===== config.mk =====
export PLATFORM = sky130hd
export DESIGN_NAME = upi_pin_front
export DESIGN_NICKNAME = d
export VERILOG_FILES = /design/src/shared/upi_pkg.sv /design/src/verilog/upi_change_detect.sv /design/src/verilog/upi_pin_front.sv
export SDC_FILE = /design/constraint.sdc
export NUM_CORES = 1
export LEC_CHECK = 0
export ABC_AREA = 0
export BUFFER_PORTS_ARGS = -buffer_cell sky130_fd_sc_hd__buf_2
export CORE_MARGIN = 2
export CORE_UTILIZATION = 45
export DETAILED_ROUTE_END_ITERATION = 8
export SKIP_CTS_REPAIR_TIMING = 1
export SYNTH_ARGS = -nofsm -noshare
export SYNTH_HDL_FRONTEND = slang
export SYNTH_SLANG_ARGS = --single-unit

===== constraint.sdc =====
create_clock -name ref_clk -period 3.1 [get_ports ref_clk]
set_input_delay 0.62 -clock ref_clk [delete_from_list [all_inputs] [get_ports ref_clk]]
set_output_delay 0.62 -clock ref_clk [all_outputs]
set_load 0.02 [all_outputs]

===== src/shared/upi_pkg.sv =====
package upi_pkg;
    // Host address map of the pin front end
    localparam logic [6:0] UPI_LOW_SPACE_TOP = 7'h0f; // Top of the low-order address space
    localparam logic [6:0] UPI_ADDR_TX_DATA = 7'h10; // Character to send
    localparam logic [6:0] UPI_ADDR_TX_CTRL = 7'h11; // Enable, loopback, busy
    localparam logic [6:0] UPI_ADDR_A_CFG = 7'h12; // io_port_config_register: 1 = output
    localparam logic [6:0] UPI_ADDR_A_SEL_LO = 7'h13; // Function select, pins 3..0
    localparam logic [6:0] UPI_ADDR_A_SEL_HI = 7'h14; // Function select, pins 7..4
    localparam logic [6:0] UPI_ADDR_A_OUT = 7'h15; // Bank A output latch
    localparam logic [6:0] UPI_ADDR_A_PIN = 7'h16; // Bank A pin levels
    localparam logic [6:0] UPI_ADDR_A_CHG = 7'h17; // Bank A change flags, write 1 to clear
    localparam logic [6:0] UPI_ADDR_B_DIR = 7'h18; // Bank B direction: 1 = output
    localparam logic [6:0] UPI_ADDR_B_OUT = 7'h19; // Bank B output latch
    localparam logic [6:0] UPI_ADDR_B_PIN = 7'h1a; // Bank B pin levels
    localparam logic [6:0] UPI_ADDR_B_CHG = 7'h1b; // Bank B change flags, write 1 to clear
    localparam logic [6:0] UPI_ADDR_B_IEN = 7'h1c; // Bank B change interrupt enables

    // Transmit control field positions
    localparam int UPI_TXC_EN_BIT = 0;
    localparam int UPI_TXC_LOOP_BIT = 1;
    localparam int UPI_TXC_BUSY_BIT = 2;

    // Default counts
    localparam int UPI_BIT_CYCLES_DEF = 16; // Clock cycles per serial bit
    localparam int UPI_BANK_B_W_DEF = 5; // Bank B pin count
    localparam int UPI_TX_FRAME_BITS = 10; // Start, eight data, stop
    localparam logic [1:0] UPI_WARM_DONE = 2'h3; // Edges before change detection arms

    // Reset values
    localparam logic [7:0] UPI_RST_BYTE = 8'h00;
    localparam logic UPI_MARK = 1'b1; // Line level for mark
    localparam logic UPI_SPACE = 1'b0; // Line level for space

    // Bank A pin functions
    typedef enum logic [1:0] {
        UPI_FN_LATCH = 2'b00,
        UPI_FN_RX_READY = 2'b01,
        UPI_FN_TX_READY = 2'b10,
        UPI_FN_CT_READY = 2'b11
    } upi_fn_t;
endpackage


===== src/verilog/upi_change_detect.sv =====
`timescale 1ns/1ps
module upi_change_detect import upi_pkg::*; #(
    parameter int W = 8
) (
    // Clock and reset
    input wire logic ref_clk,
    input wire logic rst,
    // Pins and clear
    input wire logic [W-1:0] pins_in,
    input wire logic [W-1:0] clear,
    // Results
    output logic [W-1:0] level,
    output logic [W-1:0] changed
);
    typedef struct packed {
        logic [W-1:0] s1; // First synchroniser stage
        logic [W-1:0] s2; // Second synchroniser stage
        logic [W-1:0] prev; // Level one cycle earlier
        logic [W-1:0] flag; // Sticky change flags
        logic [1:0] warm; // Counts edges until the pipe holds real levels
    } upi_cd_t;

    // Refuse an empty pin group
    if (W < 1) begin : g_chk_w
        $error("W out of range");
    end

    upi_cd_t st_r;
    upi_cd_t st_nxt;

    // Synchronise, compare with last level, hold flags until cleared
    always_comb begin
        st_nxt = st_r;
        st_nxt.s1 = pins_in;
        st_nxt.s2 = st_r.s1;
        st_nxt.prev = st_r.s2;
        if (st_r.warm != UPI_WARM_DONE) begin
            st_nxt.warm = st_r.warm + 2'h1;
        end
        // Either edge sets, set wins over clear
        st_nxt.flag = st_r.flag & ~clear;
        if (st_r.warm == UPI_WARM_DONE) begin
            st_nxt.flag = st_nxt.flag | (st_r.s2 ^ st_r.prev);
        end
    end

    // State register
    always_ff @(posedge ref_clk) begin
        if (rst) begin
            st_r <= '0;
        end else begin
            st_r <= st_nxt;
        end
    end

    assign level = st_r.s2;
    assign changed = st_r.flag;
endmodule


===== src/verilog/upi_pin_front.sv =====
`timescale 1ns/1ps
module upi_pin_front import upi_pkg::*; #(
    parameter int BIT_CYCLES = UPI_BIT_CYCLES_DEF,
    parameter int BANK_B_W = UPI_BANK_B_W_DEF,
    parameter logic [7:0] IRQ_VECTOR = 8'h0f // Arbitrary value
) (
    // Clock and reset
    input wire logic ref_clk,
    input wire logic rst,
    // Host bus
    input wire logic bus_style_select,
    input wire logic chip_select_n,
    input wire logic read_write_select,
    input wire logic read_strobe_n,
    input wire logic write_strobe_n,
    input wire logic iack_n,
    input wire logic [6:0] addr,
    input wire logic [7:0] data_in,
    output logic [7:0] data_out,
    output logic data_oe_n,
    output logic transfer_ack_n_out,
    output logic transfer_ack_n_oe_n,
    // Internal status sources
    input wire logic receiver_ready,
    input wire logic counter_timer_ready,
    // Serial output
    output logic txd,
    // Bank A pins
    input wire logic [7:0] bank_a_pins_in,
    output logic [7:0] bank_a_pins_out,
    output logic [7:0] bank_a_pins_oe_n,
    // Bank B pins
    input wire logic [BANK_B_W-1:0] bank_b_pins_in,
    output logic [BANK_B_W-1:0] bank_b_pins_out,
    output logic [BANK_B_W-1:0] bank_b_pins_oe_n,
    output logic bank_b_change_irq
);
    // Refuse values the logic cannot serve
    if (BIT_CYCLES < 2 || BIT_CYCLES > 65535) begin : g_chk_bit
        $error("BIT_CYCLES out of range");
    end
    if (BANK_B_W < 1 || BANK_B_W > 8) begin : g_chk_b
        $error("BANK_B_W out of range");
    end

    localparam logic [15:0] BIT_LAST = 16'(BIT_CYCLES - 1);
    localparam logic [3:0] FRAME_LAST = 4'(UPI_TX_FRAME_BITS - 1);

    typedef struct packed {
        logic [7:0] dout; // Read data
        logic ack; // Acknowledge in progress
        logic in_cycle; // Current bus cycle already served
        logic tx_en; // Transmitter enable
        logic loopback; // Local loopback
        logic tx_busy; // Frame in flight
        logic [9:0] tx_shift; // Frame bits, next bit at bit 0
        logic [3:0] tx_bits; // Bits left after current
        logic [15:0] tx_cnt; // Cycles into current bit
        logic [7:0] a_cfg; // io_port_config_register
        logic [15:0] a_sel; // Two-bit function per pin
        logic [7:0] a_out; // Bank A latch
        logic low_space; // Last chip-select access hit low address space
        logic [BANK_B_W-1:0] b_dir; // Bank B direction
        logic [BANK_B_W-1:0] b_out; // Bank B latch
        logic [BANK_B_W-1:0] b_ien; // Bank B interrupt enables
    } upi_state_t;

    upi_state_t st_r;
    upi_state_t st_nxt;

    // Pin levels and change flags
    logic [7:0] a_level;
    logic [7:0] a_chg;
    logic [7:0] a_clr;
    logic [BANK_B_W-1:0] b_level;
    logic [BANK_B_W-1:0] b_chg;
    logic [BANK_B_W-1:0] b_clr;

    // Bus decode
    logic active; // Request present this cycle
    logic start; // First cycle of a request
    logic is_read;
    logic is_write;
    logic tx_ready;

    // Level of an internal signal chosen for a bank A pin
    function automatic logic upi_fn_level(input logic [1:0] sel, input logic latch,
                                          input logic rx, input logic tx, input logic ct);
        logic v;
        v = latch;
        unique case (upi_fn_t'(sel))
            UPI_FN_LATCH: v = latch;
            UPI_FN_RX_READY: v = rx;
            UPI_FN_TX_READY: v = tx;
            UPI_FN_CT_READY: v = ct;
        endcase
        return v;
    endfunction

    // Bus request decode, per bus style
    always_comb begin
        if (!bus_style_select) begin
            // Acknowledged style: chip select plus direction, or interrupt acknowledge
            active = !chip_select_n || !iack_n;
            is_read = (!chip_select_n && read_write_select) || !iack_n;
            is_write = !chip_select_n && !read_write_select && iack_n;
        end else begin
            // Strobe style: separate read and write strobes
            active = !chip_select_n && (!read_strobe_n || !write_strobe_n);
            is_read = !chip_select_n && !read_strobe_n;
            is_write = !chip_select_n && !write_strobe_n && read_strobe_n;
        end
        start = active && !st_r.in_cycle;
        tx_ready = st_r.tx_en && !st_r.tx_busy;
    end

    // Write-one-to-clear of change flags
    always_comb begin
        a_clr = '0;
        b_clr = '0;
        if (start && is_write && addr == UPI_ADDR_A_CHG) begin
            a_clr = data_in;
        end
        if (start && is_write && addr == UPI_ADDR_B_CHG) begin
            b_clr = data_in[BANK_B_W-1:0];
        end
    end

    // Next state: bus access, registers and transmitter
    always_comb begin
        st_nxt = st_r;
        // Bus cycle bookkeeping
        if (!active) begin
            st_nxt.in_cycle = 1'b0;
            st_nxt.ack = 1'b0;
        end else if (start) begin
            st_nxt.in_cycle = 1'b1;
            st_nxt.ack = !bus_style_select;
            if (!chip_select_n) begin
                st_nxt.low_space = addr <= UPI_LOW_SPACE_TOP;
            end
        end
        // Read data capture
        if (start && is_read) begin
            st_nxt.dout = UPI_RST_BYTE;
            if (!iack_n && !bus_style_select) begin
                st_nxt.dout = IRQ_VECTOR; // Interrupt acknowledge returns vector
            end else begin
                unique case (addr)
                    UPI_ADDR_TX_CTRL: begin
                        st_nxt.dout[UPI_TXC_EN_BIT] = st_r.tx_en;
                        st_nxt.dout[UPI_TXC_LOOP_BIT] = st_r.loopback;
                        st_nxt.dout[UPI_TXC_BUSY_BIT] = st_r.tx_busy;
                    end
                    UPI_ADDR_A_CFG: st_nxt.dout = st_r.a_cfg;
                    UPI_ADDR_A_SEL_LO: st_nxt.dout = st_r.a_sel[7:0];
                    UPI_ADDR_A_SEL_HI: st_nxt.dout = st_r.a_sel[15:8];
                    UPI_ADDR_A_OUT: st_nxt.dout = st_r.a_out;
                    UPI_ADDR_A_PIN: st_nxt.dout = a_level;
                    UPI_ADDR_A_CHG: st_nxt.dout = a_chg;
                    UPI_ADDR_B_DIR: st_nxt.dout[BANK_B_W-1:0] = st_r.b_dir;
                    UPI_ADDR_B_OUT: st_nxt.dout[BANK_B_W-1:0] = st_r.b_out;
                    UPI_ADDR_B_PIN: st_nxt.dout[BANK_B_W-1:0] = b_level;
                    UPI_ADDR_B_CHG: st_nxt.dout[BANK_B_W-1:0] = b_chg;
                    UPI_ADDR_B_IEN: st_nxt.dout[BANK_B_W-1:0] = st_r.b_ien;
                    default: st_nxt.dout = UPI_RST_BYTE; // Unmapped reads zero
                endcase
            end
        end
        // Register writes
        if (start && is_write) begin
            unique case (addr)
                UPI_ADDR_TX_CTRL: begin
                    st_nxt.tx_en = data_in[UPI_TXC_EN_BIT];
                    st_nxt.loopback = data_in[UPI_TXC_LOOP_BIT];
                end
                UPI_ADDR_A_CFG: st_nxt.a_cfg = data_in;
                UPI_ADDR_A_SEL_LO: st_nxt.a_sel[7:0] = data_in;
                UPI_ADDR_A_SEL_HI: st_nxt.a_sel[15:8] = data_in;
                UPI_ADDR_A_OUT: st_nxt.a_out = data_in;
                UPI_ADDR_B_DIR: st_nxt.b_dir = data_in[BANK_B_W-1:0];
                UPI_ADDR_B_OUT: st_nxt.b_out = data_in[BANK_B_W-1:0];
                UPI_ADDR_B_IEN: st_nxt.b_ien = data_in[BANK_B_W-1:0];
                default: ;
            endcase
        end
        // Transmitter: load a frame when enabled and idle
        if (start && is_write && addr == UPI_ADDR_TX_DATA && tx_ready) begin
            st_nxt.tx_busy = 1'b1;
            st_nxt.tx_shift = {UPI_MARK, data_in, UPI_SPACE};
            st_nxt.tx_bits = FRAME_LAST;
            st_nxt.tx_cnt = '0;
        end else if (st_r.tx_busy) begin
            if (st_r.tx_cnt == BIT_LAST) begin
                st_nxt.tx_cnt = '0;
                if (st_r.tx_bits == 4'h0) begin
                    st_nxt.tx_busy = 1'b0;
                end else begin
                    st_nxt.tx_shift = {UPI_MARK, st_r.tx_shift[9:1]};
                    st_nxt.tx_bits = st_r.tx_bits - 4'h1;
                end
            end else begin
                st_nxt.tx_cnt = st_r.tx_cnt + 16'h1;
            end
        end
    end

    // State register
    always_ff @(posedge ref_clk) begin
        if (rst) begin
            st_r <= '0;
        end else begin
            st_r <= st_nxt;
        end
    end

    // Host bus outputs
    assign data_out = st_r.dout;
    assign data_oe_n = !(is_read && st_r.in_cycle);
    assign transfer_ack_n_out = 1'b0; // Open drain, only pulls low
    assign transfer_ack_n_oe_n = !st_r.ack;

    // Serial line: mark unless a frame is running while enabled and outside loopback
    assign txd = (st_r.tx_busy && st_r.tx_en && !st_r.loopback) ?
                 st_r.tx_shift[0] : UPI_MARK;

    // Bank A pin drivers
    for (genvar i = 0; i < 8; i++) begin : g_bank_a
        logic [1:0] sel;
        logic lvl;
        assign sel = st_r.a_sel[2*i+1:2*i];
        assign lvl = upi_fn_level(sel, st_r.a_out[i], receiver_ready, tx_ready,
                                  counter_timer_ready);
        always_comb begin
            if (st_r.low_space || !st_r.a_cfg[i]) begin
                // Input only
                bank_a_pins_out[i] = 1'b0;
                bank_a_pins_oe_n[i] = 1'b1;
            end else if (sel != UPI_FN_LATCH) begin
                // Ready functions pull low only while active
                bank_a_pins_out[i] = 1'b0;
                bank_a_pins_oe_n[i] = !lvl;
            end else begin
                // Push-pull latch value
                bank_a_pins_out[i] = lvl;
                bank_a_pins_oe_n[i] = 1'b0;
            end
        end
    end

    // Bank B pins: plain I/O
    assign bank_b_pins_out = st_r.b_out & st_r.b_dir;
    assign bank_b_pins_oe_n = ~st_r.b_dir;
    assign bank_b_change_irq = |(b_chg & st_r.b_ien);

    // Change detectors, input paths always live
    upi_change_detect #(.W(8)) u_det_a (
        .ref_clk(ref_clk),
        .rst(rst),
        .pins_in(bank_a_pins_in),
        .clear(a_clr),
        .level(a_level),
        .changed(a_chg)
    );

    upi_change_detect #(.W(BANK_B_W)) u_det_b (
        .ref_clk(ref_clk),
        .rst(rst),
        .pins_in(bank_b_pins_in),
        .clear(b_clr),
        .level(b_level),
        .changed(b_chg)
    );
endmodule


**After elaboration in Yosys (flattened, before gate mapping)**

Cells that the tools add are included.

- Word-level logic and storage cells: 239
- Output and inout bits: 39
- Register bits after elaboration: 147
- Bits of input ports: 38

- Reductions and logical operators: 90
- Bitwise logic cells: 14
- Order comparisons: 1
- Multiplexer cells: 58
- Equality and inequality tests: 43
- Add/sub/neg operators: 4

Operator list:

| operator | count |
|---|---|
| 7-bit by 5-bit == test with 1-bit output, second input constant | 13 |
| 31-bit 2-to-1 mux | 2 |
| 1-bit 2-to-1 mux | 37 |
| 2-bit == test, second input constant | 18 |
| 3-bit case mux with 12 select lines | 1 |
| 1-bit case mux with 4 select lines | 8 |
| 1-bit logical NOT | 27 |
| 8-bit 2-to-1 mux | 3 |
| 2-bit case mux with 11 select lines | 1 |
| 2-bit nonzero test | 10 |
| 1-bit logical AND | 19 |
| 3-bit case mux with 6 select lines | 1 |
| 16-bit by 1-bit adder with 16-bit output, second input constant | 1 |
| 16-bit by 4-bit == test with 1-bit output, second input constant | 1 |
| 2-bit by 1-bit == test with 1-bit output, second input constant | 8 |
| 2-bit logical NOT | 8 |
| 16-bit 2-to-1 mux | 1 |
| 2-bit AND reduction | 8 |
| 5-bit bitwise AND | 3 |
| 15-bit 2-to-1 mux | 1 |
| 14-bit 2-to-1 mux | 1 |
| 1-bit logical OR | 11 |
| 5-bit 2-to-1 mux | 2 |
| 5-bit NOT | 2 |
| 15 further kinds | 23 |

**Longest topological paths before layout**

Gate-level depths: netlist (run 1).

- Depth after elaboration: 12
- Depth in mapped cells: 8
- Mapped depth without buffers: 6

**By module**

A second synthesis (run 1) with hierarchy kept.

- Cells, all modules: 791
- Area, all modules: 7221.9 um^2

Modules (own cells, without submodules):

| module | sequential area each (um^2) | area each (um^2) | instances | cells an instance |
|---|---|---|---|---|
| upi_pin_front | 1821.7 | 5200.0 | 1 | 613 |
| upi_change_detect (u_det_a) | 680.7 | 1197.4 | 1 | 108 |
| upi_change_detect (u_det_b) | 440.4 | 824.5 | 1 | 70 |

**Least setup slack after synthesis (run 1)**

OpenSTA, ideal clock, no wires.

- Kind: input-to-reg
- Start: input port addr[1]
- End: register st_r[10] (netlist name)
- Arrival: 1.948 ns
- Path buffers: 2
- Setup slack: 1.024 ns
- Cell stages on the path: 6
- Setup time: 0.128 ns
- Data required time: 2.972 ns
- Cells stage by stage: buf_4 > buf_6 > or2_2 > nor4_4 > mux2i_1 > nor2_1

- Longest elaborated chain between the ends: 2

RTL lines:

| what | RTL line | text |
|---|---|---|
| start, declared | upi_pin_front.sv:17 | `input wire logic [6:0] addr,` |
| 7-bit by 5-bit == test with 1-bit output | upi_pin_front.sv:172 | `unique case (addr)` |
| 2-bit AND reduction (no line) | n/a |  |
| end signal, assigned | upi_pin_front.sv:213 | `st_r <= st_nxt;` |
| end, declared | upi_pin_front.sv:68 | `upi_state_t st_r;` |

Every way passes these cells.
A chain may end at the register's enable or synchronous reset.

**Worst setup path in the final report (run 1)**

- Start: register st_r[78] (netlist name)
- End: output port bank_a_pins_oe_n[4]

- Longest elaborated chain between the ends: 6

RTL lines:

| what | RTL line | text |
|---|---|---|
| 1-bit logical NOT | upi_pin_front.sv:114 | `tx_ready = st_r.tx_en && !st_r.tx_busy;` |
| 1-bit logical AND | upi_pin_front.sv:114 |  |
| 1-bit case mux with 4 select lines | upi_pin_front.sv:91 | `unique case (upi_fn_t'(sel))` |
| 1-bit logical NOT | upi_pin_front.sv:242 | `bank_a_pins_oe_n[i] = !lvl;` |
| 1-bit 2-to-1 mux | upi_pin_front.sv:239 | `end else if (sel != UPI_FN_LATCH) begin` |
| 1-bit 2-to-1 mux | upi_pin_front.sv:235 | `if (st_r.low_space \|\| !st_r.a_cfg[i]) begin` |
| end, declared | upi_pin_front.sv:31 | `output logic [7:0] bank_a_pins_oe_n,` |

Every way passes these cells.

==> metrics.md, run 1 <==
| Metric | Value |
|---|---|
| Hold WC Path Type | in -> reg |
| Post-Syn Area | 6850 sq um |
| Min-Delay Startpoint | bank_a_pins_in[7] |
| Reg clk slew, reported paths | 0.06 ns |
| Distinct cell type count after synthesis | 62 |
| CP required | 2.48 ns |
| Clk_lat worst skew | 0.43 ns |
| Status | finished, final reports clean |
| Worst Reg-to-Reg Cells | 5 |
| Worst setup path endpoint | bank_a_pins_oe_n[4] |
| Via density | 5.67 |
| GRT Overall Usage | 23.4% |
| Synth top area share | 43.0% |
| Vias in the first global route | 5,438 |
| Share of cells above drive strength 1 | 16.9% |
| Utilization after layout | 52.4% |
| Leakage | 3.05 nW |
| Count of input and output buffers | 75 |
| Initial Util | 45.6% |
| Core Area | 15,000 sq um |
| Wire per inst | 18.1 microns |
| Worst vdd ir | 355 uV |
| Row cnt | 45 |
| Yosys Warn Count | 0 |
| Die width | 127 microns |
| Via count | 5,776 |
| CTS tree | done |
| Remaining DRCs | 0 |
| Sequential-to-total area share from yosys stat | 43.0% |
| Rel. slew slack | 51.9% |
| Finish-stage setup viols | 0 |
| R2R Setup Slk | 0.98 ns |
| Fmax | 387 MHz |
| Final nets | 860 |
| CTS Sinks | 147 |
| Final Critical Period | 2.59 ns |
| RR Endpoint | st_r[65] |
| Die Y | 127 microns |
| Initial DRT Pass Iterations | 6 |
| Multi-input logic area | 3500 sq um |
| Slew Viols, Final | 0 |
| Setup Crit Path Kind | reg -> out |
| Number of DRC markers in iteration 0 | 408 |
| H-Tree Level Count | 4 |
| Synth Register Bits | 147 |
| N_diodes | 0 |
| Syn-to-layout area delta | 15.1% |
| Post-synth EDFFs | 0 |
| Grt ovf | 0 |
| Gpl congestion | 0.937 |
| Slew @ Worst Pin | 0.718 ns |
| Largest cells by area after synthesis | dfxtp_1, mux2i_1, nor2_1, nor2b_1, nand2_1 |
| Initial antenna violation count | 0 |
| Worst Path Arrival | 1.97 ns |
| Post-Syn Instances | 772 |
| Power per cell area | 564 nW/um^2 |
| Ports | 77 |
| Synth Flop Type | dfxtp_1 |
| Critical Path Sink Type | output pin |
| Final wirelength | 18,400 microns |
| Fillers | 1,384 |
| CP Launch Type | flip-flop |
| Die Area | 16,200 sq um |
| CP max FO | 11 |
| Hold Vio Cnt, Final | 0 |
| Clock skew | 0.00694 ns |
| Syn Nets | 814 |
| Number of max-cap violations | 0 |
| Period utilization | 83.5% |
| Worst setup startpoint | st_r[78] |
| DRT antenna net count | 0 |
| TritonCTS buffer count | 17 |
| CTS Root Buffer Type | clkbuf_16 |
| First-pass GRT wire length | 29,400 microns |
| Hpwl dp | 12,900 microns |
| Clk buf depth | 2 |
| Total negative slack | 0 ns |
| Synthesized area per cell | 8.87 sq um |
| FF-to-FF Start | st_r[56] |
| Largest net degree at the start of global routing | 53 |
| Unrepaired setup endpoints after global routing | no |
| Top cell type by total area after synthesis | dfxtp_1 |
| Reg area | 2940 sq um |
| Ys async rst share | 0% |
cells by family after synthesis:
| family | share of synthesized area, % |
|---|---|
| AOI/OAI and AO/OA | 11.8 |
| xor gates and xnor gates | 3.96 |
| adders and majority gates | 0.731 |
| buffers and inverters | 5.96 |
| DFF | 43.0 |
| muxes | 10.7 |
| other | 0.0548 |
| and+or+nand+nor | 23.8 |
metrics by stage:
stage                     setup slack [ns]  instances  hold slack [ns]  cell area, sq um  total power (W)
after floorplan                       1.02        772            0.414              6850          0.00219
after global placement               0.600        987            0.419              7250          0.00227
after detailed placement             0.490        987            0.425              7250          0.00228
after CTS                            0.498       1018            0.389              7880          0.00447
after global routing                 0.488       1018            0.380              7880          0.00460
final                                0.513       1018            0.397              7880          0.00445
power breakdown:
| part | switching, W | internal, W |
|---|---|---|
| logic | 0.000184 | 0.000101 |
| registers | 0.0000258 | 0.00193 |
| clock network | 0.000811 | 0.00139 |
| total | 0.00102 | 0.00342 |
placed cells by master (no fill, tap or decap), types with 4 or more instances in the layout:
cell type,n
a31oi_1,5
dfxtp_1,147
mux2_2,4
nand2_1,73
ha_1,4
nor3b_1,4
nor3_1,10
o21ai_0,16
nor2_1,85
nand2b_1,5
buf_2,74
bufinv_16,4
o41ai_1,6
nor2b_1,44
a22oi_1,11
and2_1,8
xnor2_1,8
mux4_2,6
nand3_1,38
o31ai_1,4
and4_1,12
a21oi_1,45
o2111ai_1,8
nor4_1,4
clkbuf_16,17
inv_1,24
nand4_1,7
nand3b_1,7
clkinvlp_4,4
xor2_1,23
buf_4,15
mux2i_1,55
how the worst min path moves through the flow:
stage                                     to  cells past startpoint
after CTS                 u_det_a.st_nxt[21]                      2
after global placement      u_det_b.level[4]                      1
final                     u_det_a.st_nxt[25]                      2
after floorplan             u_det_a.level[0]                      1
after detailed placement    u_det_b.level[0]                      1
after global routing      u_det_a.st_nxt[21]                      2
synth_stat cells (5+ instances only):
cell type / count
a21oi_1: 45
a22oi_1: 11
a31oi_1: 5
and2_1: 8
and4_1: 12
buf_2: 14
buf_4: 10
clkbuf_1: 32
dfxtp_1: 147
inv_1: 24
mux2i_1: 55
mux4_2: 6
nand2_1: 73
nand2b_1: 5
nand3_1: 38
nand3b_1: 7
nand4_1: 7
nor2_1: 85
nor2b_1: 44
nor3_1: 10
o2111ai_1: 8
o21ai_0: 16
o41ai_1: 6
xnor2_1: 8
xor2_1: 23
layer usage:
metal	share of wire [%]	routed length, microns	vias to the layer above	global-route usage, %
met2	46	8380	193	36.7
li1	-	-	2775	-
met3	6.4	1170	41	5.99
met1	45	8310	2767	31.2
met5	0	0	-	0
met4	2.9	531	0	8.79
state kept, by name (all words and copies together), names as in the netlist:
signal           cells
st_r                67
g_bank_a.sel        16
u_det_a.st_r        10
data_out             8
u_det_a.changed      8
u_det_a.level        8
u_det_a.st_nxt       8
u_det_b.st_r         7
u_det_b.changed      5
u_det_b.level        5
u_det_b.st_nxt       5
cell type report:
| class | count | share of cell area [%] |
|---|---|---|
| Sequential cell | 147 | 37.3 |
| Timing Repair Buffer | 89 | 6.13 |
| Clock buffer | 20 | 5.79 |
| Inverter | 24 | 1.14 |
| Clock inverter | 11 | 2.24 |
| Tap cell | 188 | 2.98 |
| Multi-Input combinational cell | 539 | 44.4 |
critical path, stage by stage (launching register included):
cell and delay, ns:
dfxtp_1 0.31, buf_4 0.17, nand2b_1 0.38, nand2_1 0.11
o2111ai_1 0.33, buf_2 0.23
No activity file was read; power rests on OpenSTA's default activity.
==> inputs of run 2 (changes only) <==
==> constraint.sdc (replaced) <==
create_clock -name ref_clk -period 2.57 [get_ports ref_clk]
set_input_delay 0.514 -clock ref_clk [delete_from_list [all_inputs] [get_ports ref_clk]]
set_output_delay 0.514 -clock ref_clk [all_outputs]
set_load 0.02 [all_outputs]
==> metrics.md, run 2 (synthesis gave the netlist of run 1 again) <==
| Metric | Value |
|---|---|
| Vias in the first global route | 5,474 (+0.66%) |
| Non-filler instance count after layout | 1,021 (+0.29%) |
| Total negative slack | 0 ns (unchanged) |
| Post-route setup slack | 0.304 ns (-0.209 ns) |
| Power per cell area | 665 nW/um^2 (+18%) |
| Clk_lat worst skew | 0.42 ns (about the same) |
| Hold Crit Depth | 2 (unchanged) |
| H-Tree Level Count | 4 (unchanged) |
| Row cnt | 45 (unchanged) |
| Hold Vio Cnt, Final | 0 (unchanged) |
| Multi-input logic area | 3500 sq um (unchanged) |
| Min-Delay Startpoint | bank_a_pins_in[2] |
| Final nets | 862 (+0.23%) |
| Worst Path Arrival | 1.75 ns (-0.22 ns) |
| Dpl cells | 989 (+0.20%) |
| Period utilization | 88.2% |
| CP Launch Type | flip-flop |
| Via density | 5.63 (-0.78%) |
| CP required | 2.06 ns (-0.42 ns) |
| Hold WC Path Type | in -> reg |
| Clk buf depth | 2 (unchanged) |
| Number of DRC markers in iteration 0 | 481 (+18%) |
| Unrepaired setup endpoints after global routing | no |
| Wire per inst | 17.9 microns (-1.1%) |
| Clock skew | 0.00843 ns (+0.00149 ns) |
| Leakage | 3.05 nW (+0.19%) |
| N_diodes | 0 (unchanged) |
| Core Area | 15,000 sq um (unchanged) |
| FF-to-FF Start | st_r[56] |
| Initial DRT Pass Iterations | 5 (-1) |
| Worst vdd ir | 508 uV (+43%) |
| Reg area | 2940 sq um (unchanged) |
| Final Critical Period | 2.27 ns |
| Via count | 5,748 (-0.48%) |
| Slew Viols, Final | 0 (unchanged) |
| Initial Util | 45.6% (unchanged) |
| Gpl congestion | 0.860 (-8.2%) |
| Count of input and output buffers | 75 (unchanged) |
| Largest net degree at the start of global routing | 51 (-3.8%) |
| Setup Crit Path Kind | reg -> out |
| Reg clk slew, reported paths | 0.06 ns (about the same) |
| Fillers | 1,393 (+0.65%) |
| DRT antenna net count | 0 (unchanged) |
| Die Area | 16,200 sq um (unchanged) |
| Commonest non-fill, non-tap cell in the layout | dfxtp_1 |
| Reg with most FFs | st_r |
| Max layer used | met4 |
| CTS Root Buffer Type | clkbuf_16 |
| Remaining DRCs | 0 (unchanged) |
| Rel. slew slack | 46.9% (-5.1 points) |
| TritonCTS buffer count | 17 (unchanged) |
| Status | finished, final reports clean |
| WL met2 | 8430 microns (+0.57%) |
| Hpwl dp | 13,000 microns (+0.63%) |
| Largest register FFs | 67 (unchanged) |
| Grt ovf | 0 (unchanged) |
| Metal-1 WL | 8160 microns (-1.8%) |
| Worst Reg-to-Reg Cells | 5 (unchanged) |
| GRT Overall Usage | 23.4% (about the same) |
| Syn-to-layout area delta | 14.9% |
| WHS Endpoint | u_det_a.st_nxt[20] |
| Share of cells above drive strength 1 | 17.3% (+0.42 points) |
| Fmax | 441 MHz |
| CTS tree | done |
| Finish-stage setup viols | 0 (unchanged) |
| Final wirelength | 18,200 microns (-0.83%) |
| Wire length on met3 | 1260 microns (+7.4%) |
| Number of max-cap violations | 0 (unchanged) |
| First-pass GRT wire length | 29,400 microns (about the same) |
| Ports | 77 (unchanged) |
| Crit path max-delay cell type | dfxtp_1 |
| Initial antenna violation count | 0 (unchanged) |
| CP max FO | 8 (-3) |
| Most frequent cells in the layout | dfxtp_1, nor2_1, buf_2 |
| Slowest cell delay on critical path | 0.36 ns (-0.02 ns) |
| RR Endpoint | st_r[65] |
| Worst path cell trace | nand2b_1 > nand2_1 > o2111ai_1 > buf_2 |
| CTS Sinks | 147 (unchanged) |
| Dpl ws | 0.261 ns (-0.229 ns) |
| Slew @ Worst Pin | 0.794 ns (+0.0756 ns) |
| Critical Path Sink Type | output pin |
| R2R Setup Slk | 0.38 ns (-0.60 ns) |
| Die Y | 127 microns (unchanged) |
| Die width | 127 microns (unchanged) |
==> run 2: power breakdown <==
part	switching [W]	internal, W	total [W]
clock network	0.00105	0.00148	0.00253
logic	0.000223	0.000122	0.000345
registers	0.0000308	0.00233	0.00236
==> run 2: critical path: cells and delay by family, from the launching register on <==
family / cells / cell delay [ns]
buffers and inverters: 1 / 0.23
flip-flops: 1 / 0.36
AND/OR/NAND/NOR: 2 / 0.44
AO/OA/AOI/OAI: 1 / 0.30
==> run 2: worst max path at each step <==
stage                                start                   to  slack, ns  cells past startpoint
after floorplan                    addr[1]             st_r[10]       0.60                      6
after global routing              st_r[56]             st_r[65]       0.11                      5
after detailed placement  bus_style_select             st_r[61]       0.26                      6
after global placement             addr[2]             st_r[12]       0.26                      6
after CTS                         st_r[80]  bank_a_pins_oe_n[3]       0.34                      4
final                             st_r[80]  bank_a_pins_oe_n[3]       0.30                      4
==> run 2: cell type report <==
class / instances / area share, %
clock inverters: 14 / 2.10
well taps: 188 / 2.99
flip-flops and latches: 147 / 37.4
multi-input cells: 539 / 44.4
clock buffers: 18 / 5.58
inverters: 24 / 1.15
repair buffers: 91 / 6.33
==> run 2: metal layers <==
layer  vias up  track usage (%)
met5         -                0
met4         0             8.34
met3        30             5.82
met2       205             36.5
met1      2729             31.7
li1       2784                -
==> run 2: through the flow <==
stage	area [sq um]	hold slack [ns]	util, %	total power (W)
after global placement	7260	0.420	48.3	0.00274
after floorplan	6850	0.414	-	0.00265
after detailed placement	7260	0.420	48.3	0.00275
after global routing	7870	0.301	52.3	0.00543
after CTS	7870	0.273	52.3	0.00528
final	7870	0.290	52.3	0.00524
==> inputs of run 3 (changes only) <==
--- a/config.mk
+++ b/config.mk
@@ -5,7 +5,7 @@
 export SDC_FILE = /design/constraint.sdc
 export NUM_CORES = 1
 export LEC_CHECK = 0
-export ABC_AREA = 0
+export ABC_AREA = 1
 export BUFFER_PORTS_ARGS = -buffer_cell sky130_fd_sc_hd__buf_2
 export CORE_MARGIN = 2
 export CORE_UTILIZATION = 45
==> metrics.md, run 3 <==
| Metric | Value |
|---|---|
| Status | finished, final reports clean |
| Hold Vio Cnt, Final | 0 (unchanged) |
| Synth top area share | 42.3% (-0.68 points) |
| Net switching power | 0.00137 W (+5.2%) |
| CTS tree | done |
| Initial DRT Pass Iterations | 6 (+1) |
| Leakage | 3.41 nW (+12%) |
| Slew Viols, Final | 0 (unchanged) |
| Fillers | 1,509 (+8.3%) |
| Row cnt | 45 (unchanged) |
| Number of max-cap violations | 0 (unchanged) |
| Worst Path Arrival | 1.97 ns (+0.22 ns) |
| Synthesized area per cell | 6.79 sq um (-23%) |
| Clk buf depth | 2 (unchanged) |
| Ys async rst share | 0% (unchanged) |
| Die Area | 16,500 sq um (+1.6%) |
| Wire per inst | 14.9 microns (-16%) |
| TritonCTS buffer count | 17 (unchanged) |
| Fmax | 402 MHz (-8.8%) |
| N_diodes | 0 (unchanged) |
| Grt ovf | 0 (unchanged) |
| Die width | 128 microns (+0.77%) |
| Clock power share | 49.8% (+1.5 points) |
| WHS Endpoint | u_det_a.st_nxt[23] |
| Post-Syn Instances | 1,024 (+33%) |
| Hold Crit Depth | 3 (+1) |
| H-Tree Level Count | 4 (unchanged) |
| Syn Nets | 1,066 (+31%) |
| Period utilization | 96.7% (+8.5 points) |
| RR Endpoint | u_det_a.changed[4] |
| Power per cell area | 658 nW/um^2 (-1.2%) |
| Largest net degree at the start of global routing | 83 (+63%) |
| GRT Overall Usage | 24.1% (+0.68 points) |
| DRT antenna net count | 0 (unchanged) |
| CTS Sinks | 147 (unchanged) |
| Top cell type by total area after synthesis | dfxtp_1 |
| Utilization after layout | 54.0% (+1.7 points) |
| Setup Crit Path Kind | reg -> out |
| Power Internal | 0.00401 W (+1.9%) |
| Synth Register Bits | 147 (unchanged) |
| Largest register FFs | 67 (unchanged) |
| CTS Root Buffer Type | clkbuf_16 |
| Die Y | 128 microns (+0.77%) |
| Clock skew | 0.00692 ns (-0.00151 ns) |
| Top-count cell post-synth | nor2_1 |
| Worst vdd ir | 537 uV (+5.7%) |
| Post-synth EDFFs | 0 (unchanged) |
| Slew @ Worst Pin | 0.613 ns (-0.181 ns) |
| First-pass GRT wire length | 30,800 microns (+4.6%) |
| Post-Syn Area | 6960 sq um (+1.6%) |
| Via count | 6,700 (+17%) |
| FF-to-FF Start | st_r[81] |
| Reg power frac | 44.0% (-1.1 points) |
| Ports | 77 (unchanged) |
| Worst path cell trace | inv_4 > nand2_2 > clkinvlp_4 > buf_4 > nor2_1 > o21ai_0 > nand3_1 > nor4_2 > buf_2 |
| Core Area | 15,100 sq um (+0.75%) |
| Initial Util | 45.9% (+0.39 points) |
| Hpwl dp | 13,700 microns (+5.7%) |
| CP required | 2.06 ns (about the same) |
| Clk_lat worst skew | 0.43 ns (about the same) |
| Final Critical Period | 2.48 ns (+0.218 ns) |
| Critical Path Sink Type | output pin |
| Reg clk slew, reported paths | 0.07 ns (about the same) |
| Count of input and output buffers | 75 (unchanged) |
| Combinational Power Share | 6.2% (-0.4 points) |
| Sequential-to-total area share from yosys stat | 42.3% (-0.68 points) |
| Final nets | 1,133 (+31%) |
| CP Launch Type | flip-flop |
| R2R Setup Slk | 0.79 ns (+0.41 ns) |
| Initial antenna violation count | 0 (unchanged) |
| Vias in the first global route | 5,835 (+6.6%) |
| Reg with most FFs | st_r |
| Remaining DRCs | 0 (unchanged) |
| Gpl congestion | 0.899 (+4.5%) |
| Worst Reg-to-Reg Cells | 7 (+2) |
| Min-Delay Startpoint | bank_a_pins_in[5] |
| Synth Flop Type | dfxtp_1 |
| Hold WC Path Type | in -> reg |
| Commonest non-fill, non-tap cell in the layout | nor2_1 |
| Rel. slew slack | 58.8% (+12 points) |
| Sw Ratio | 25.4% (+0.60 points) |
| Most frequent cells in the layout | nor2_1, dfxtp_1, nand2_1 |
| Slowest cell delay on critical path | 0.33 ns (-0.03 ns) |
| Yosys Warn Count | 0 (unchanged) |
| Total negative slack | 0 ns (unchanged) |
| Finish-stage setup viols | 0 (unchanged) |
| Largest cells by area after synthesis | dfxtp_1, nor2_1, nand3_1, nand2_1, a21oi_1 |
| Syn-to-layout area delta | 17.5% |
| CP max FO | 10 (+2) |
| Via density | 5.19 (-7.9%) |
| Final wirelength | 19,300 microns (+5.7%) |
| Number of DRC markers in iteration 0 | 710 (+48%) |
| Distinct cell type count after synthesis | 32 (-48%) |
| Crit path max-delay cell type | dfxtp_1 |
| Share of cells above drive strength 1 | 13.7% (-3.6 points) |
| Top cells by count, synth | nor2_1, dfxtp_1, nand2_1 |
[run 3: per-stage QoR]
| stage | area, sq um | hold WS [ns] | total power [W] | instances | setup WS, ns |
|---|---|---|---|---|---|
| 6_report | 8180 | 0.281 | 0.00538 | 1292 | 0.0852 |
| 5_1_grt | 8180 | 0.281 | 0.00556 | 1292 | -0.0145 |
| 4_1_cts | 8100 | 0.271 | 0.00541 | 1289 | 0.0610 |
| 3_5_place_dp | 7460 | 0.392 | 0.00275 | 1257 | 0.323 |
| 3_3_place_gp | 7460 | 0.388 | 0.00274 | 1257 | 0.350 |
| 2_1_floorplan | 6960 | 0.388 | 0.00263 | 1024 | 0.188 |
[run 3: area by class of cell]
| type | count | area (sq um) | area share [%] |
|---|---|---|---|
| Multi-Input combinational cell | 696 | 3320 | 40.6 |
| Sequential cell | 147 | 2940 | 36.0 |
| Inverter | 139 | 528 | 6.46 |
| Tap cell | 188 | 235 | 2.88 |
| Clock buffer | 17 | 425 | 5.20 |
| Clock inverter | 15 | 209 | 2.56 |
| Timing Repair Buffer | 90 | 513 | 6.27 |
[run 3: kinds of logic after synthesis]
group	share of synthesized area (%)
xor+xnor	0.755
fa+ha+maj	0.719
other cells	0.0539
simple gates	30.7
compound gates	14.9
buf+inv	10.5
flops	42.3
[run 3: worst max-delay path by stage]
| stage | slack (ns) | depth (start not counted) | start | to |
|---|---|---|---|---|
| after floorplan | 0.19 | 5 | counter_timer_ready | bank_a_pins_out[0] |
| after global placement | 0.35 | 7 | addr[6] | u_det_a.changed[4] |
| after detailed placement | 0.32 | 7 | addr[6] | u_det_a.changed[3] |
| after CTS | 0.06 | 8 | st_r[78] | bank_a_pins_out[3] |
| after global routing | -0.01 | 9 | st_r[78] | bank_a_pins_out[6] |
| final | 0.09 | 9 | st_r[78] | bank_a_pins_out[6] |
[run 3: critical path, delay by kind of cell (launching register included)]
| family | cells | cell delay (ns) |
|---|---|---|
| buf+inv | 4 | 0.61 |
| compound gates | 1 | 0.15 |
| flops | 1 | 0.33 |
| simple gates | 4 | 0.46 |
[run 3: per-layer routing]
layer / wire length [microns] / GRT usage [%] / vias to the layer above
met4: 328 / 7.24 / 0
met1: 9270 / 34.2 / 2984
met3: 1300 / 5.61 / 22
met2: 8380 / 36.5 / 229
li1: - / - / 3465
met5: 0 / 0 / -
[run 3: power by group through the flow]
stage / clock network, W / registers (W) / logic (W)
finish: 0.00268 / 0.00237 / 0.000335
global placement: 0 / 0.00241 / 0.000330
CTS: 0.00271 / 0.00237 / 0.000334
global route: 0.00282 / 0.00237 / 0.000373
detailed placement: 0 / 0.00242 / 0.000333
floorplan: 0 / 0.00241 / 0.000221
